--- config.mk ---
export PLATFORM = sky130hd
export DESIGN_NAME = sfe_spi_front_end
export DESIGN_NICKNAME = d
export VERILOG_FILES = /design/src/rtl/sfe_pkg.sv /design/src/rtl/sfe_spi_front_end.sv /design/src/rtl/sfe_rx_shift.sv
export SDC_FILE = /design/constraint.sdc
export NUM_CORES = 1
export LEC_CHECK = 0
export BUFFER_PORTS_ARGS = -buffer_cell sky130_fd_sc_hd__buf_4
export CORE_MARGIN = 5
export CORE_UTILIZATION = 53
export CTS_CLUSTER_DIAMETER = 60
export CTS_CLUSTER_SIZE = 24
export DETAILED_ROUTE_END_ITERATION = 10
export PLACE_DENSITY = 0.86
export SLEW_MARGIN = 5
export SYNTH_ARGS = -nofsm -noshare
export SYNTH_HDL_FRONTEND = slang
export SYNTH_SLANG_ARGS = --single-unit
--- constraint.sdc ---
create_clock -name clk -period 5.3 [get_ports clk]
set_clock_uncertainty 0.2 [all_clocks]
set_input_delay 1.59 -clock clk [delete_from_list [all_inputs] [get_ports clk]]
set_output_delay 1.59 -clock clk [all_outputs]
set_load 0.1 [all_outputs]
--- src/rtl/sfe_pkg.sv ---
// Purpose: Shared constants and types of the serial flash front end.
// Assumes: One system clock; SPI pins already synchronous to it.
// Notes: Opcodes cover read, program and erase; other opcodes are ignored.
package sfe_pkg;
   localparam int ADDR_W = 15;
   localparam int PAGE_W = 8;
   localparam int BLK4K_W = 12;
   localparam logic [1:0] ADDR_LAST_IDX = 2'h2;
   localparam logic [2:0] TX_BITS_SINGLE = 3'h7;
   localparam logic [2:0] TX_BITS_DUAL = 3'h3;

   localparam logic [7:0] OPC_READ = 8'h03;
   localparam logic [7:0] OPC_READ_FAST = 8'h0b;
   localparam logic [7:0] OPC_READ_DUAL = 8'h3b;
   localparam logic [7:0] OPC_PROG = 8'h02;
   localparam logic [7:0] OPC_ER_PAGE = 8'h81;
   localparam logic [7:0] OPC_ER_4K = 8'h20;
   localparam logic [7:0] OPC_ER_32K_A = 8'h52;
   localparam logic [7:0] OPC_ER_32K_B = 8'hd8;
   localparam logic [7:0] OPC_ER_CHIP_A = 8'h60;
   localparam logic [7:0] OPC_ER_CHIP_B = 8'hc7;
   localparam logic [7:0] OPC_ER_CHIP_C = 8'h62;

   localparam logic [ADDR_W-1:0] ADDR_RST = 15'h0000;
   localparam logic [7:0] BYTE_RST = 8'h00;

   typedef enum logic [1:0] {
      SFE_ER_PAGE,
      SFE_ER_4K,
      SFE_ER_32K,
      SFE_ER_CHIP
   } sfe_erase_e;

   typedef enum {
      SFE_OP_NONE,
      SFE_OP_READ,
      SFE_OP_FAST,
      SFE_OP_DUAL,
      SFE_OP_PROG,
      SFE_OP_ERASE
   } sfe_op_e;

   typedef enum {
      SFE_ST_OPCODE,
      SFE_ST_ADDR,
      SFE_ST_DUMMY,
      SFE_ST_READ,
      SFE_ST_PROG,
      SFE_ST_WAIT,
      SFE_ST_IGNORE
   } sfe_state_e;
endpackage

--- src/rtl/sfe_spi_front_end.sv ---
// Purpose: SPI slave front end of a small serial flash: decode, shift, lane control.
// Assumes: Serial clock half period is at least three system clocks; the array
//    answers mem_rd_data one clock after mem_addr changes.
// Notes: Pull-ups on write-protect and hold live in the pad ring.
// Notes on behaviour
// - Hold low: ignore clock edges and input, float outputs.
// - Hold pauses only the link; running program or erase continues.
// - Hold neither deselects nor resets; command state is kept.
// - Write-protect low locks protected regions; unconnected pin reads high.
// - Only SPI modes 0 and 3; they differ in idle clock level.
// - Sample input on rising edge, launch output on falling edge.
// - Erase at page, 4 KB and 32 KB regions, plus whole array.
// - Dual read turns input lane into output; two bits per clock.
// - Three address bytes accepted; only low fifteen bits decoded.
// - Deselected: outputs floated and input ignored.
`timescale 1ns/1ps
module sfe_spi_front_end
   import sfe_pkg::*;
(
   input wire logic clk,
   input wire logic rst,
   input wire logic cs_n,
   input wire logic sck,
   input wire logic dual_lane_low_in,
   output logic dual_lane_low_out,
   output logic dual_lane_low_oe,
   output logic dual_lane_high_out,
   output logic dual_lane_high_oe,
   input wire logic hold_n,
   input wire logic wp_n,
   input wire logic busy,
   output logic [sfe_pkg::ADDR_W-1:0] mem_addr,
   input wire logic [7:0] mem_rd_data,
   output logic prog_strobe,
   output logic [sfe_pkg::ADDR_W-1:0] prog_addr,
   output logic [7:0] prog_data,
   output logic prog_start,
   output logic erase_start,
   output sfe_pkg::sfe_erase_e erase_kind,
   output logic [sfe_pkg::ADDR_W-1:0] erase_addr,
   output logic wp_lock
);
   import sfe_pkg::*;
   function automatic sfe_op_e decode_op(input logic [7:0] opc);
      case (opc)
         OPC_READ: decode_op = SFE_OP_READ;
         OPC_READ_FAST: decode_op = SFE_OP_FAST;
         OPC_READ_DUAL: decode_op = SFE_OP_DUAL;
         OPC_PROG: decode_op = SFE_OP_PROG;
         OPC_ER_PAGE, OPC_ER_4K, OPC_ER_32K_A, OPC_ER_32K_B,
         OPC_ER_CHIP_A, OPC_ER_CHIP_B, OPC_ER_CHIP_C: decode_op = SFE_OP_ERASE;
         default: decode_op = SFE_OP_NONE;
      endcase
   endfunction
   function automatic sfe_erase_e decode_erase(input logic [7:0] opc);
      case (opc)
         OPC_ER_PAGE: decode_erase = SFE_ER_PAGE;
         OPC_ER_4K: decode_erase = SFE_ER_4K;
         OPC_ER_32K_A, OPC_ER_32K_B: decode_erase = SFE_ER_32K;
         default: decode_erase = SFE_ER_CHIP;
      endcase
   endfunction
   function automatic logic [ADDR_W-1:0] align_erase(input sfe_erase_e k,
                                                     input logic [ADDR_W-1:0] a);
      case (k)
         SFE_ER_PAGE: align_erase = {a[ADDR_W-1:PAGE_W], 8'h00};
         SFE_ER_4K: align_erase = {a[ADDR_W-1:BLK4K_W], 12'h000};
         default: align_erase = ADDR_RST;
      endcase
   endfunction
   sfe_state_e state_reg, state_next;
   sfe_op_e op_reg, op_next;
   sfe_erase_e ekind_reg, ekind_next;
   logic sck_prev_reg, cs_prev_reg;
   logic [1:0] abyte_reg, abyte_next;
   logic [ADDR_W-1:0] addr_reg, addr_next;
   logic [7:0] page_off_reg, page_off_next;
   logic prog_any_reg, prog_any_next;
   logic [7:0] tx_sh_reg;
   logic [2:0] tx_left_reg;
   logic rx_valid;
   logic [7:0] rx_byte;
   // Hold and deselect both freeze the link; hold never touches state_reg, deselect returns it to SFE_ST_OPCODE
   wire link_active = ~cs_n & hold_n;
   // Edges are found by level change, so mode 0 and mode 3 idle levels both work
   wire sck_rise = link_active & sck & ~sck_prev_reg;
   wire sck_fall = link_active & ~sck & sck_prev_reg;
   wire cs_end = cs_n & ~cs_prev_reg;
   wire is_dual = (op_reg == SFE_OP_DUAL);
   wire in_read = (state_reg == SFE_ST_READ);
   wire tx_load = sck_fall & in_read & (tx_left_reg == 3'h0);
   wire tx_shift = sck_fall & in_read & (tx_left_reg != 3'h0);
   wire [ADDR_W-1:0] addr_shifted = {addr_reg[ADDR_W-9:0], rx_byte};
   wire addr_done = rx_valid & (state_reg == SFE_ST_ADDR) & (abyte_reg == ADDR_LAST_IDX);
   wire data_byte = rx_valid & (state_reg == SFE_ST_PROG);
   // A new operation is not committed while the array is still busy
   wire commit_ok = cs_end & ~busy;
   sfe_rx_shift u_rx (
      .clk(clk),
      .rst(rst),
      .cs_n(cs_n),
      .rise(sck_rise),
      .si(dual_lane_low_in),
      .byte_valid(rx_valid),
      .byte_data(rx_byte)
   );
   always_comb
   begin
      state_next = state_reg;
      op_next = op_reg;
      ekind_next = ekind_reg;
      abyte_next = abyte_reg;
      addr_next = addr_reg;
      page_off_next = page_off_reg;
      prog_any_next = prog_any_reg;
      if (cs_n)
      begin
         state_next = SFE_ST_OPCODE;
         abyte_next = 2'h0;
         prog_any_next = 1'b0;
      end
      else if (rx_valid)
      begin
         case (state_reg)
            SFE_ST_OPCODE:
            begin
               op_next = decode_op(rx_byte);
               ekind_next = decode_erase(rx_byte);
               if (op_next == SFE_OP_NONE)
                  state_next = SFE_ST_IGNORE;
               else if (op_next == SFE_OP_ERASE && ekind_next == SFE_ER_CHIP)
                  state_next = SFE_ST_WAIT;
               else
                  state_next = SFE_ST_ADDR;
            end
            SFE_ST_ADDR:
            begin
               addr_next = addr_shifted;
               abyte_next = abyte_reg + 2'h1;
               if (abyte_reg == ADDR_LAST_IDX)
               begin
                  page_off_next = rx_byte;
                  case (op_reg)
                     SFE_OP_READ: state_next = SFE_ST_READ;
                     SFE_OP_FAST, SFE_OP_DUAL: state_next = SFE_ST_DUMMY;
                     SFE_OP_PROG: state_next = SFE_ST_PROG;
                     default: state_next = SFE_ST_WAIT;
                  endcase
               end
            end
            SFE_ST_DUMMY: state_next = SFE_ST_READ;
            SFE_ST_PROG:
            begin
               page_off_next = page_off_reg + 8'h01;
               prog_any_next = 1'b1;
            end
            default: state_next = state_reg;
         endcase
      end
   end
   always_ff @(posedge clk or posedge rst)
   begin
      if (rst)
      begin
         state_reg <= SFE_ST_OPCODE;
         op_reg <= SFE_OP_NONE;
         ekind_reg <= SFE_ER_PAGE;
         abyte_reg <= 2'h0;
         addr_reg <= ADDR_RST;
         page_off_reg <= BYTE_RST;
         prog_any_reg <= 1'b0;
         sck_prev_reg <= 1'b0;
         cs_prev_reg <= 1'b1;
      end
      else
      begin
         state_reg <= state_next;
         op_reg <= op_next;
         ekind_reg <= ekind_next;
         abyte_reg <= abyte_next;
         addr_reg <= addr_next;
         page_off_reg <= page_off_next;
         prog_any_reg <= prog_any_next;
         // Tracks the clock during hold too, so edges inside the pause are dropped
         sck_prev_reg <= sck;
         cs_prev_reg <= cs_n;
      end
   end
   // Read path: array address advances after each byte load and wraps at the top
   always_ff @(posedge clk or posedge rst)
   begin
      if (rst)
         mem_addr <= ADDR_RST;
      else if (addr_done)
         mem_addr <= addr_shifted;
      else if (tx_load)
         mem_addr <= mem_addr + 15'h0001;
   end
   always_ff @(posedge clk or posedge rst)
   begin
      if (rst)
      begin
         tx_sh_reg <= BYTE_RST;
         tx_left_reg <= 3'h0;
         dual_lane_high_out <= 1'b0;
         dual_lane_low_out <= 1'b0;
      end
      else if (cs_n)
         tx_left_reg <= 3'h0;
      else if (tx_load & is_dual)
      begin
         dual_lane_high_out <= mem_rd_data[7];
         dual_lane_low_out <= mem_rd_data[6];
         tx_sh_reg <= {mem_rd_data[5:0], 2'b00};
         tx_left_reg <= TX_BITS_DUAL;
      end
      else if (tx_load)
      begin
         dual_lane_high_out <= mem_rd_data[7];
         tx_sh_reg <= {mem_rd_data[6:0], 1'b0};
         tx_left_reg <= TX_BITS_SINGLE;
      end
      else if (tx_shift & is_dual)
      begin
         dual_lane_high_out <= tx_sh_reg[7];
         dual_lane_low_out <= tx_sh_reg[6];
         tx_sh_reg <= {tx_sh_reg[5:0], 2'b00};
         tx_left_reg <= tx_left_reg - 3'h1;
      end
      else if (tx_shift)
      begin
         dual_lane_high_out <= tx_sh_reg[7];
         tx_sh_reg <= {tx_sh_reg[6:0], 1'b0};
         tx_left_reg <= tx_left_reg - 3'h1;
      end
   end
   // Enables drop one clock after hold or deselect; the lanes are still driven meanwhile
   always_ff @(posedge clk or posedge rst)
   begin
      if (rst)
      begin
         dual_lane_high_oe <= 1'b0;
         dual_lane_low_oe <= 1'b0;
      end
      else
      begin
         dual_lane_high_oe <= link_active & (state_next == SFE_ST_READ);
         dual_lane_low_oe <= link_active & (state_next == SFE_ST_READ) & is_dual;
      end
   end
   // Program bytes stay inside the addressed page; the offset wraps at its end
   always_ff @(posedge clk or posedge rst)
   begin
      if (rst)
      begin
         prog_strobe <= 1'b0;
         prog_addr <= ADDR_RST;
         prog_data <= BYTE_RST;
      end
      else
      begin
         prog_strobe <= data_byte & ~busy;
         if (data_byte)
         begin
            prog_addr <= {addr_reg[ADDR_W-1:PAGE_W], page_off_reg};
            prog_data <= rx_byte;
         end
      end
   end
   // Commit happens at deselect; busy comes from the array timer, not the link
   always_ff @(posedge clk or posedge rst)
   begin
      if (rst)
      begin
         prog_start <= 1'b0;
         erase_start <= 1'b0;
         erase_kind <= SFE_ER_PAGE;
         erase_addr <= ADDR_RST;
         wp_lock <= 1'b0;
      end
      else
      begin
         prog_start <= commit_ok & (state_reg == SFE_ST_PROG) & prog_any_reg;
         erase_start <= commit_ok & (state_reg == SFE_ST_WAIT);
         if (commit_ok & (state_reg == SFE_ST_WAIT))
         begin
            erase_kind <= ekind_reg;
            erase_addr <= align_erase(ekind_reg, addr_reg);
         end
         wp_lock <= ~wp_n;
      end
   end
endmodule

--- src/rtl/sfe_rx_shift.sv ---
// Purpose: Serial input shifter, MSB first, one byte per eight sampled bits.
// Assumes: rise is a one-cycle pulse marking a qualified rising serial clock edge.
// Notes: Cleared only by reset and deselect, so a hold pause keeps the bit position.
`timescale 1ns/1ps
module sfe_rx_shift
   import sfe_pkg::*;
(
   input wire logic clk,
   input wire logic rst,
   input wire logic cs_n,
   input wire logic rise,
   input wire logic si,
   output logic byte_valid,
   output logic [7:0] byte_data
);
   import sfe_pkg::*;
   logic [6:0] sh_reg;
   logic [2:0] cnt_reg;
   wire last_bit = (cnt_reg == 3'h7);

   always_ff @(posedge clk or posedge rst)
   begin
      if (rst)
      begin
         sh_reg <= 7'h00;
         cnt_reg <= 3'h0;
      end
      else if (cs_n)
      begin
         sh_reg <= 7'h00;
         cnt_reg <= 3'h0;
      end
      else if (rise)
      begin
         sh_reg <= {sh_reg[5:0], si};
         cnt_reg <= cnt_reg + 3'h1;
      end
   end

   always_ff @(posedge clk or posedge rst)
   begin
      if (rst)
      begin
         byte_valid <= 1'b0;
         byte_data <= BYTE_RST;
      end
      else
      begin
         byte_valid <= rise & last_bit & ~cs_n;
         if (rise & last_bit)
            byte_data <= {sh_reg, si};
      end
   end
endmodule

# Word level (Yosys, flattened, before mapping)
# Cells that the tools add are included.
[word_totals]
inputBits = 16
word_cells = 164
ff_bits = 187
out_inout_bits = 63
[op_classes]
muxes = 46
bitwise_logic = 29
reduce_logical = 25
addsub = 5
n_eq_ne = 31
[ops]
columns = ["operator", "n"]
rows = [
  ["32-bit two-way mux", 6],
  ["32-bit by 3-bit equality test with 1-bit output, second input constant", 5],
  ["32-bit by 2-bit equality test with 1-bit output, second input constant", 4],
  ["32-bit by 4-bit equality test with 1-bit output, second input constant", 3],
  ["32-bit one-hot mux with 3 select lines", 1],
  ["32-bit by 1-bit equality test with 1-bit output, second input constant", 2],
  ["32-bit logical NOT", 2],
  ["8-bit two-way mux", 5],
  ["15-bit two-way mux", 2],
  ["15-bit one-hot mux with 2 select lines", 1],
  ["3-bit two-way mux", 9],
  ["8-bit by 7-bit equality test with 1-bit output, second input constant", 3],
  ["8-bit equality test, second input constant", 3],
  ["1-bit bitwise AND", 23],
  ["8-bit by 2-bit equality test with 1-bit output, second input constant", 2],
  ["8-bit by 6-bit equality test with 1-bit output, second input constant", 2],
  ["8-bit one-hot mux with 2 select lines", 1],
  ["15-bit by 1-bit adder with 15-bit output, second input constant", 1],
  ["3-bit one-hot mux with 5 select lines", 1],
  ["7-bit two-way mux", 2],
  ["2-bit nonzero test", 7],
  ["2-bit two-way mux", 6],
  ["1-bit two-way mux", 10],
  ["3-bit one-hot mux with 3 select lines", 1],
  ["23 further kinds", 34],
]

# Logic depth before layout (Yosys ltp)
# Gate-level depths: netlist of the first run.
[logic_depth]
depth_word = 16
depth_mapped = 9
ltp_nobuf = 8

# Cells and area by module
# From an unflattened synthesis of the first run, not the netlist that was laid out.
[hier_totals]
cells_unflattened = 604
hier_area_um2 = 6844.1
[modules_own_cells]
columns = ["mod", "cells_each", "area_each_um2", "instances", "seq_area_each_um2"]
rows = [
  ["sfe_spi_front_end", 550, 6053.3, 1, 3229.3],
  ["sfe_rx_shift", 54, 790.8, 1, 475.5],
]

# Worst setup path before layout of the first run
# Ideal clock, no wire load.
[synth_path]
path_kind = "input -> register"
start = "input port cs_n"
end = "register mem_addr[11] (netlist bit)"
arrival_time_ps = 3221
stages = 7
t_required_ps = 5022
path_slack_ps = 1802
setup_time_ps = 78
path_buffers = 2
path_cell_list = "clkbuf_1 > nand2b_1 > or4_1 > clkbuf_1 > or3_1 > xor2_1 > a21oi_1"
[synth_via]
elab_chain_cells = 7
[synth_rtl]
columns = ["item", "line", "source"]
rows = [
  ["from (decl)", "sfe_spi_front_end.sv:22", "input wire logic cs_n,"],
  ["1-bit inverter (no source line)", "--", ""],
  ["1-bit bitwise AND", "sfe_spi_front_end.sv:84", "wire link_active = ~cs_n & hold_n;"],
  ["1-bit bitwise AND (2 in a row)", "sfe_spi_front_end.sv:87", "wire sck_fall = link_active & ~sck & sck_prev_reg;"],
  ["1-bit bitwise AND (2 in a row)", "sfe_spi_front_end.sv:91", "wire tx_load = sck_fall & in_read & (tx_left_reg == 3'h0);"],
  ["2-bit nonzero test (no source line)", "--", ""],
  ["to (signal assigned)", "sfe_spi_front_end.sv:195", "mem_addr <= addr_shifted;"],
  ["to (signal assigned)", "sfe_spi_front_end.sv:197", "mem_addr <= mem_addr + 15'h0001;"],
  ["to (decl)", "sfe_spi_front_end.sv:32", "output logic [sfe_pkg::ADDR_W-1:0] mem_addr,"],
]
# No other way between the ends.
# A chain may end at the register's enable or synchronous reset.

# Worst setup path after layout of the first run
[layout_path]
start = "input port cs_n"
end = "register mem_addr[13] (netlist bit)"
# Same word-level chain as after synthesis.

==> metrics.md, run 1 <==
| Metric | Value |
|---|---|
| Crit path capture type | register |
| VDD IR-drop max | 0.000205 V |
| GPL Wtd Cong | 0.873 |
| Sequential cell area | 0.00370 mm² |
| Hold Buf Count CTS | 0 |
| Worst hold margin | 296 ps |
| Internal | 1820 µW |
| Hold Vio Cnt, Final | 0 |
| Vert. Die Dim | 123 µm |
| CP Launch Type | primary input |
| Post-synthesis async set-or-reset flop share | 100% |
| TritonCTS Buffers | 17 |
| Top_reg_cell synth | dfrtp_1 |
| R2R Setup Slk | 2250 ps |
| Post-route ant nets | 0 |
| Crit path to | mem_addr[13] |
| Initial Utilization | 53.9% |
| Post-Route WL | 14500 µm |
| Pleak | 0.00388 µW |
| Max Clock Freq | 0.277 GHz |
| Final WS setup | 1690 ps |
| Worst Hold Class | reg -> reg |
| Arr. time, crit path | 3710 ps |
| Share of cells above drive strength 1 | 25.7% |
| Fillcell total | 938 |
| GR Overflow Total | 0 |
| Clock Tree Root | clkbuf_16 |
| Placed Area | 0.00740 mm² |
| YS warnings | 0 |
| Unrepaired setup endpoints after global routing | false |
| P per Cell Area | 299 mW/mm² |
| First-pass DRT Iterations | 5 |
| Multi-input gate area | 0.00284 mm² |
| Initial antenna violation count | 0 |
| Largest register FFs | 32 |
| Reg2Reg Depth | 6 |
| Post-Synth XOR/XNOR Area | 0.905% |
| Seq pwr share | 47.6% |
| # DRC | 0 |
| Row count | 41 |
| Worst-path clk slew | 60 ps |
| # diodes | 0 |
| H-tree Lvls | 4 |
| First-pass GRT wire length | 24300 µm |
| Area Growth Syn to Fin | 17.8% |
| Tmin final | 3610 ps |
| Gr usage total | 20.4% |
| Largest net degree at the start of global routing | 149 |
| Sw Ratio | 23.6% |
| Vias | 4800 |
| I/O Buffers | 70 |
| Syn Inst Count | 607 |
| 1st-iter DRT viols | 441 |
| Vias in the first global route | 4890 |
| Sequential share of the synthesized area | 54.7% |
| Mux share of post-synthesis cell area | 10.7% |
| Synth Area in Adders | 1.29% |
| Clock Latency Late Sink | 420 ps |
| CTS max path bufs | 2 |
| Final Setup Violations | 0 |
| Worst r2r src | state_reg[5] |
| Maximum capacitance violations | 0 |
| Post-CTS Setup Repair Bufs | 0 |
| TNS Setup | 0 ps |
| Actual slew at the worst max-slew pin | 1020 ps |
| Logic pwr share | 3.4% |
| Flops & latches, synth | 148 |
| Synth Area in Compound Gates | 9.09% |
| Switch Pwr | 563 µW |
| Syn avg cell area | 11.2 µm² |
| Final worst-path cycle share | 68.1% |
| Die X | 123 µm |
| Slew Viols, Final | 0 |
| Reg-to-reg endpoint | prog_addr[9] |
| Post-CTS Resized | 0 |
| EDFF count, synth | 0 |
| Status | finished, final reports clean |
| Final Cell Area | 0.00798 mm² |
| Post-Synth Simple-Gate Area | 19.5% |
| Core area | 0.0126 mm² |
| Relative slew margins | 31.6% |
| Clock sinks | 148 |
| Largest family of logic cells by synthesized area | simple AND/OR/NAND/NOR gates |
| I/O Pins | 79 |
| Library cells used by synthesis | 70 |
| Vias per cell | 5.65 |
| WP data required | 5400 ps |
| Nets@finish | 688 |
| WL per Instance | 17.1 µm |
| Pre-CTS setup slack | 1270 ps |
| Full die area | 0.0151 mm² |
| Setup Crit Path Kind | in -> reg |
| CP Launch Point | cs_n |
| HPWL after DPL | 9720 µm |
| TritonCTS clock tree | built |
| Critical path fanouts, max | 56 |
| Clock power frac | 49.0% |
| Synthesized cell area | 0.00677 mm² |
-- cell families (layout without fill, tap and decap cells) --
logic type | Yosys count | count (layout)
adder cells (fa/ha/maj) | 7 | 7
buffers and inverters | 59 | 123
AND/OR/NAND/NOR | 225 | 225
other | 1 | 8
XOR/XNOR | 7 | 7
AO/OA/AOI/OAI | 100 | 100
flip-flops | 148 | 148
multiplexers | 60 | 60
-- per-layer routing --
metal  track usage, %  wire, µm  up-vias
li1                 -         -     2243
met1             25.1      5880     2395
met2             35.9      7660      143
met3             4.03       744       19
met4             6.99       214        0
met5                0         0        -
-- cell type report --
cell class | instances | area share, %
Clock buffer | 19 | 5.55
Clock inverter | 13 | 1.73
Inverter | 17 | 0.847
Multi-Input combinational cell | 407 | 35.6
Sequential cell | 148 | 46.4
Tap cell | 172 | 2.70
Timing Repair Buffer | 74 | 7.12
-- how the worst min path moves through the flow --
stage                     slack [ps]  cells past startpoint                 end               start
final                            300                      2        prog_any_reg        prog_any_reg
after global routing             330                      1        prog_data[0]        prog_data[0]
after CTS                        300                      2        prog_any_reg        prog_any_reg
after detailed placement         280                      2        prog_any_reg        prog_any_reg
after global placement           270                      2  dual_lane_high_out  dual_lane_high_out
after floorplan                  250                      2        prog_any_reg        prog_any_reg
-- critical path, stage by stage --
cell	delay [ps]
buf_4	250
nand2b_1	280
nor4_2	640
a41oi_1	330
o21a_1	310
a221o_1	250
-- synth_stat cells (10+ instances only) --
master      n  area (µm²)
dfrtp_1   147        3680
nand2_1    45         169
mux2_2     40         450
nor2_1     40         150
nor2b_1    40         250
o21ai_0    35         175
clkbuf_1   31         116
a21oi_1    27         135
nand3_1    18        90.1
inv_1      17        63.8
nand2b_1   11        68.8
and3_1     10        62.6
-- power groups by stage --
stage          clock [µW]  combinational [µW]  sequential [µW]
6_report             1170                82.3             1140
5_1_grt              1240                90.4             1130
4_1_cts              1190                84.2             1140
3_5_place_dp            0                83.7             1160
3_3_place_gp            0                81.6             1160
2_1_floorplan           0                59.7             1160
-- cell usage in the layout (no fill, tap or decap), types with 6 or more instances in the layout --
master / instances
a21oi_1: 27
a22oi_1: 7
and3_1: 10
buf_4: 73
clkbuf_16: 17
conb_1: 8
dfrtp_1: 147
ha_1: 7
inv_1: 16
mux2_1: 9
mux2_2: 40
mux2i_1: 6
nand2_1: 45
nand2b_1: 11
nand3_1: 18
nor2_1: 40
nor2b_1: 40
o21ai_0: 35
-- stage by stage --
stage / utilization, % / cells / power (µW)
2_1_floorplan: - / 614 / 1220
3_3_place_gp: 58.8 / 818 / 1240
3_5_place_dp: 58.8 / 818 / 1240
4_1_cts: 63.5 / 850 / 2410
5_1_grt: 63.5 / 850 / 2460
6_report: 63.5 / 850 / 2390
Power figures use the tool's default switching activity.
==> run 2: changes to the inputs <==
Clock period 5.3 ns to 3 ns, I/O delays scaled along.
==> run 2 against run 1 <==
Compared with the run above: worst hold slack lost 5.4 ps; sequential power up 76%; global-route usage increased by 0.86 points; die area did not move; design area grew 1.9%; sequential share of layout area is 0.86 points lower; first-iteration DRC count fell by 7.5%; register-to-register slack worse by 1900 ps; power up 84%; largest cell class unchanged; largest power group unchanged.
==> metrics.md, run 2 (same netlist as run 1, synthesis figures left out) <==
| Metric | Value |
|---|---|
| Critical path's top delay family | simple AND/OR/NAND/NOR gates |
| Clock Latency Late Sink | 420 ps |
| Area Growth Syn to Fin | 20.0% |
| Logic pwr share | 3.4% |
| Hold Buf Count CTS | 0 |
| Max Clock Freq | 0.377 GHz |
| Clock power frac | 51.0% |
| Final worst-path cycle share | 88.5% |
| Initial Utilization | 53.9% |
| Vias | 4945 |
| R2R Setup Slk | 350 ps |
| Core area | 0.0126 mm² |
| Final Cell Area | 0.00813 mm² |
| Final core occ | 64.7% |
| # diodes | 0 |
| WP data required | 3140 ps |
| Post-route ant nets | 0 |
| First-pass DRT Iterations | 5 |
| Slowest cell on the critical path | or4_1 |
| Status | finished, final reports clean |
| P per Cell Area | 541 mW/mm² |
| CP cell instances | nor4_2 -> nand4_2 -> or4_1 -> or3_1 -> xor2_1 -> a21oi_1 |
| CTS max path bufs | 2 |
| Nets@finish | 702 |
| Setup Crit Path Kind | reg -> reg |
| Clock Tree Root | clkbuf_16 |
| Reg2Reg Depth | 6 |
| # DRC | 0 |
| GR Overflow Total | 0 |
| Post-Route WL | 15100 µm |
| Internal | 3440 µW |
| Slew Viols, Final | 0 |
| Actual slew at the worst max-slew pin | 942 ps |
| Post-CTS Setup Repair Bufs | 0 |
| CP bufs+invs | 0 |
| H-tree Lvls | 4 |
| Pleak | 0.00397 µW |
| Maximum capacitance violations | 0 |
| Arr. time, crit path | 2790 ps |
| TritonCTS clock tree | built |
| I/O Pins | 79 |
| Placed Area | 0.00750 mm² |
| TNS Setup | 0 ps |
| Relative slew margins | 36.3% |
| Hold_sp | prog_any_reg |
| Hold Vio Cnt, Final | 0 |
| Fillcell total | 913 |
| Final Setup Violations | 0 |
| GPL Wtd Cong | 0.851 |
| Critical path fanouts, max | 5 |
| Tmin final | 2650 ps |
| First-pass GRT wire length | 25000 µm |
| Largest net degree at the start of global routing | 105 |
| Seq pwr share | 45.6% |
| Largest register FFs | 32 |
| Vias per cell | 5.72 |
| Commonest non-fill, non-tap cell in the layout | dfrtp_1 |
| Worst Hold Class | reg -> reg |
| Share of cells above drive strength 1 | 27.2% |
| Hold Crit Depth | 2 |
| Die X | 123 µm |
| Clock sinks | 148 |
| TritonCTS Buffers | 17 |
| Full die area | 0.0151 mm² |
| CP Launch Type | register |
| Final std cells w/o fill | 864 |
| I/O Buffers | 70 |
| Gr usage total | 21.3% |
| Row count | 41 |
| Reg-to-reg endpoint | mem_addr[8] |
| Post-CTS Resized | 0 |
| 1st-iter DRT viols | 408 |
| Sw Ratio | 21.7% |
| VDD IR-drop max | 0.000312 V |
| HPWL after DPL | 10100 µm |
| Hold EP | prog_any_reg |
| Dpl cells | 832 |
| Switch Pwr | 955 µW |
| Commonest cells after routing, fill and taps aside | dfrtp_1, buf_4, nand2_1 |
| Initial antenna violation count | 0 |
| WL per Instance | 17.5 µm |
| Vias in the first global route | 5052 |
| Worst-path clk slew | 60 ps |
| Vert. Die Dim | 123 µm |
| Worst r2r src | state_reg[5] |
| CP peak stage delay | 660 ps |
| Unrepaired setup endpoints after global routing | false |
| Crit path capture type | register |
run 2: cell count changes in the layout (fill, tap and decap cells not counted):
| cell | change |
|---|---|
| buf_4 | +14 |
| clkinv_4 | -1 |
| bufinv_16 | +3 |
| clkinv_2 | +3 |
| clkinvlp_4 | +2 |
| inv_6 | -5 |
| inv_8 | -2 |
run 2: worst max path at each step:
stage | start | cells after the start | end | slack, ps
global placement | sck | 7 | mem_addr[8] | 230
CTS | state_reg[5] | 6 | mem_addr[8] | 330
finish | state_reg[5] | 6 | mem_addr[8] | 350
detailed placement | sck | 7 | mem_addr[8] | 100
global route | state_reg[5] | 6 | addr_reg[1] | 170
floorplan | rst | 1 | abyte_reg[0] | 40
run 2: worst min-delay path, stage by stage (launching register included):
cell     delay, ps
dfrtp_1        340
a21oi_1         40
nor2_1          70
run 2: per-stage QoR:
| stage | power (µW) | hold slack, ps | setup WS, ps |
|---|---|---|---|
| after floorplan | 2160 | 254 | 39.8 |
| after global placement | 2190 | 267 | 226 |
| after detailed placement | 2190 | 280 | 96.2 |
| after CTS | 4430 | 294 | 335 |
| after global routing | 4530 | 312 | 165 |
| final | 4400 | 291 | 346 |
run 2: power groups by stage:
| stage | Combinational (µW) | Clock [µW] | Sequential (µW) |
|---|---|---|---|
| 3_5_place_dp | 152 | 0 | 2040 |
| 2_1_floorplan | 105 | 0 | 2060 |
| 4_1_cts | 154 | 2270 | 2010 |
| 3_3_place_gp | 148 | 0 | 2040 |
| 5_1_grt | 165 | 2360 | 2010 |
| 6_report | 151 | 2240 | 2010 |
run 2: layout make-up:
type | count | area, µm² | area share [%]
clock inverter | 13 | 183 | 2.25
clock buffer | 19 | 443 | 5.45
timing repair buffer | 88 | 673 | 8.28
tap | 172 | 215 | 2.65
multi-input combinational | 407 | 2840 | 34.9
inverter | 17 | 67.6 | 0.831
sequential | 148 | 3700 | 45.6
run 2: metal layers:
layer | vias up | wire length [µm] | GRT usage, %
met1 | 2500 | 6150 | 26.1
met2 | 143 | 7800 | 35.9
li1 | 2271 | - | -
met5 | - | 0 | 0
met4 | 0 | 427 | 10.0
met3 | 31 | 736 | 4.62
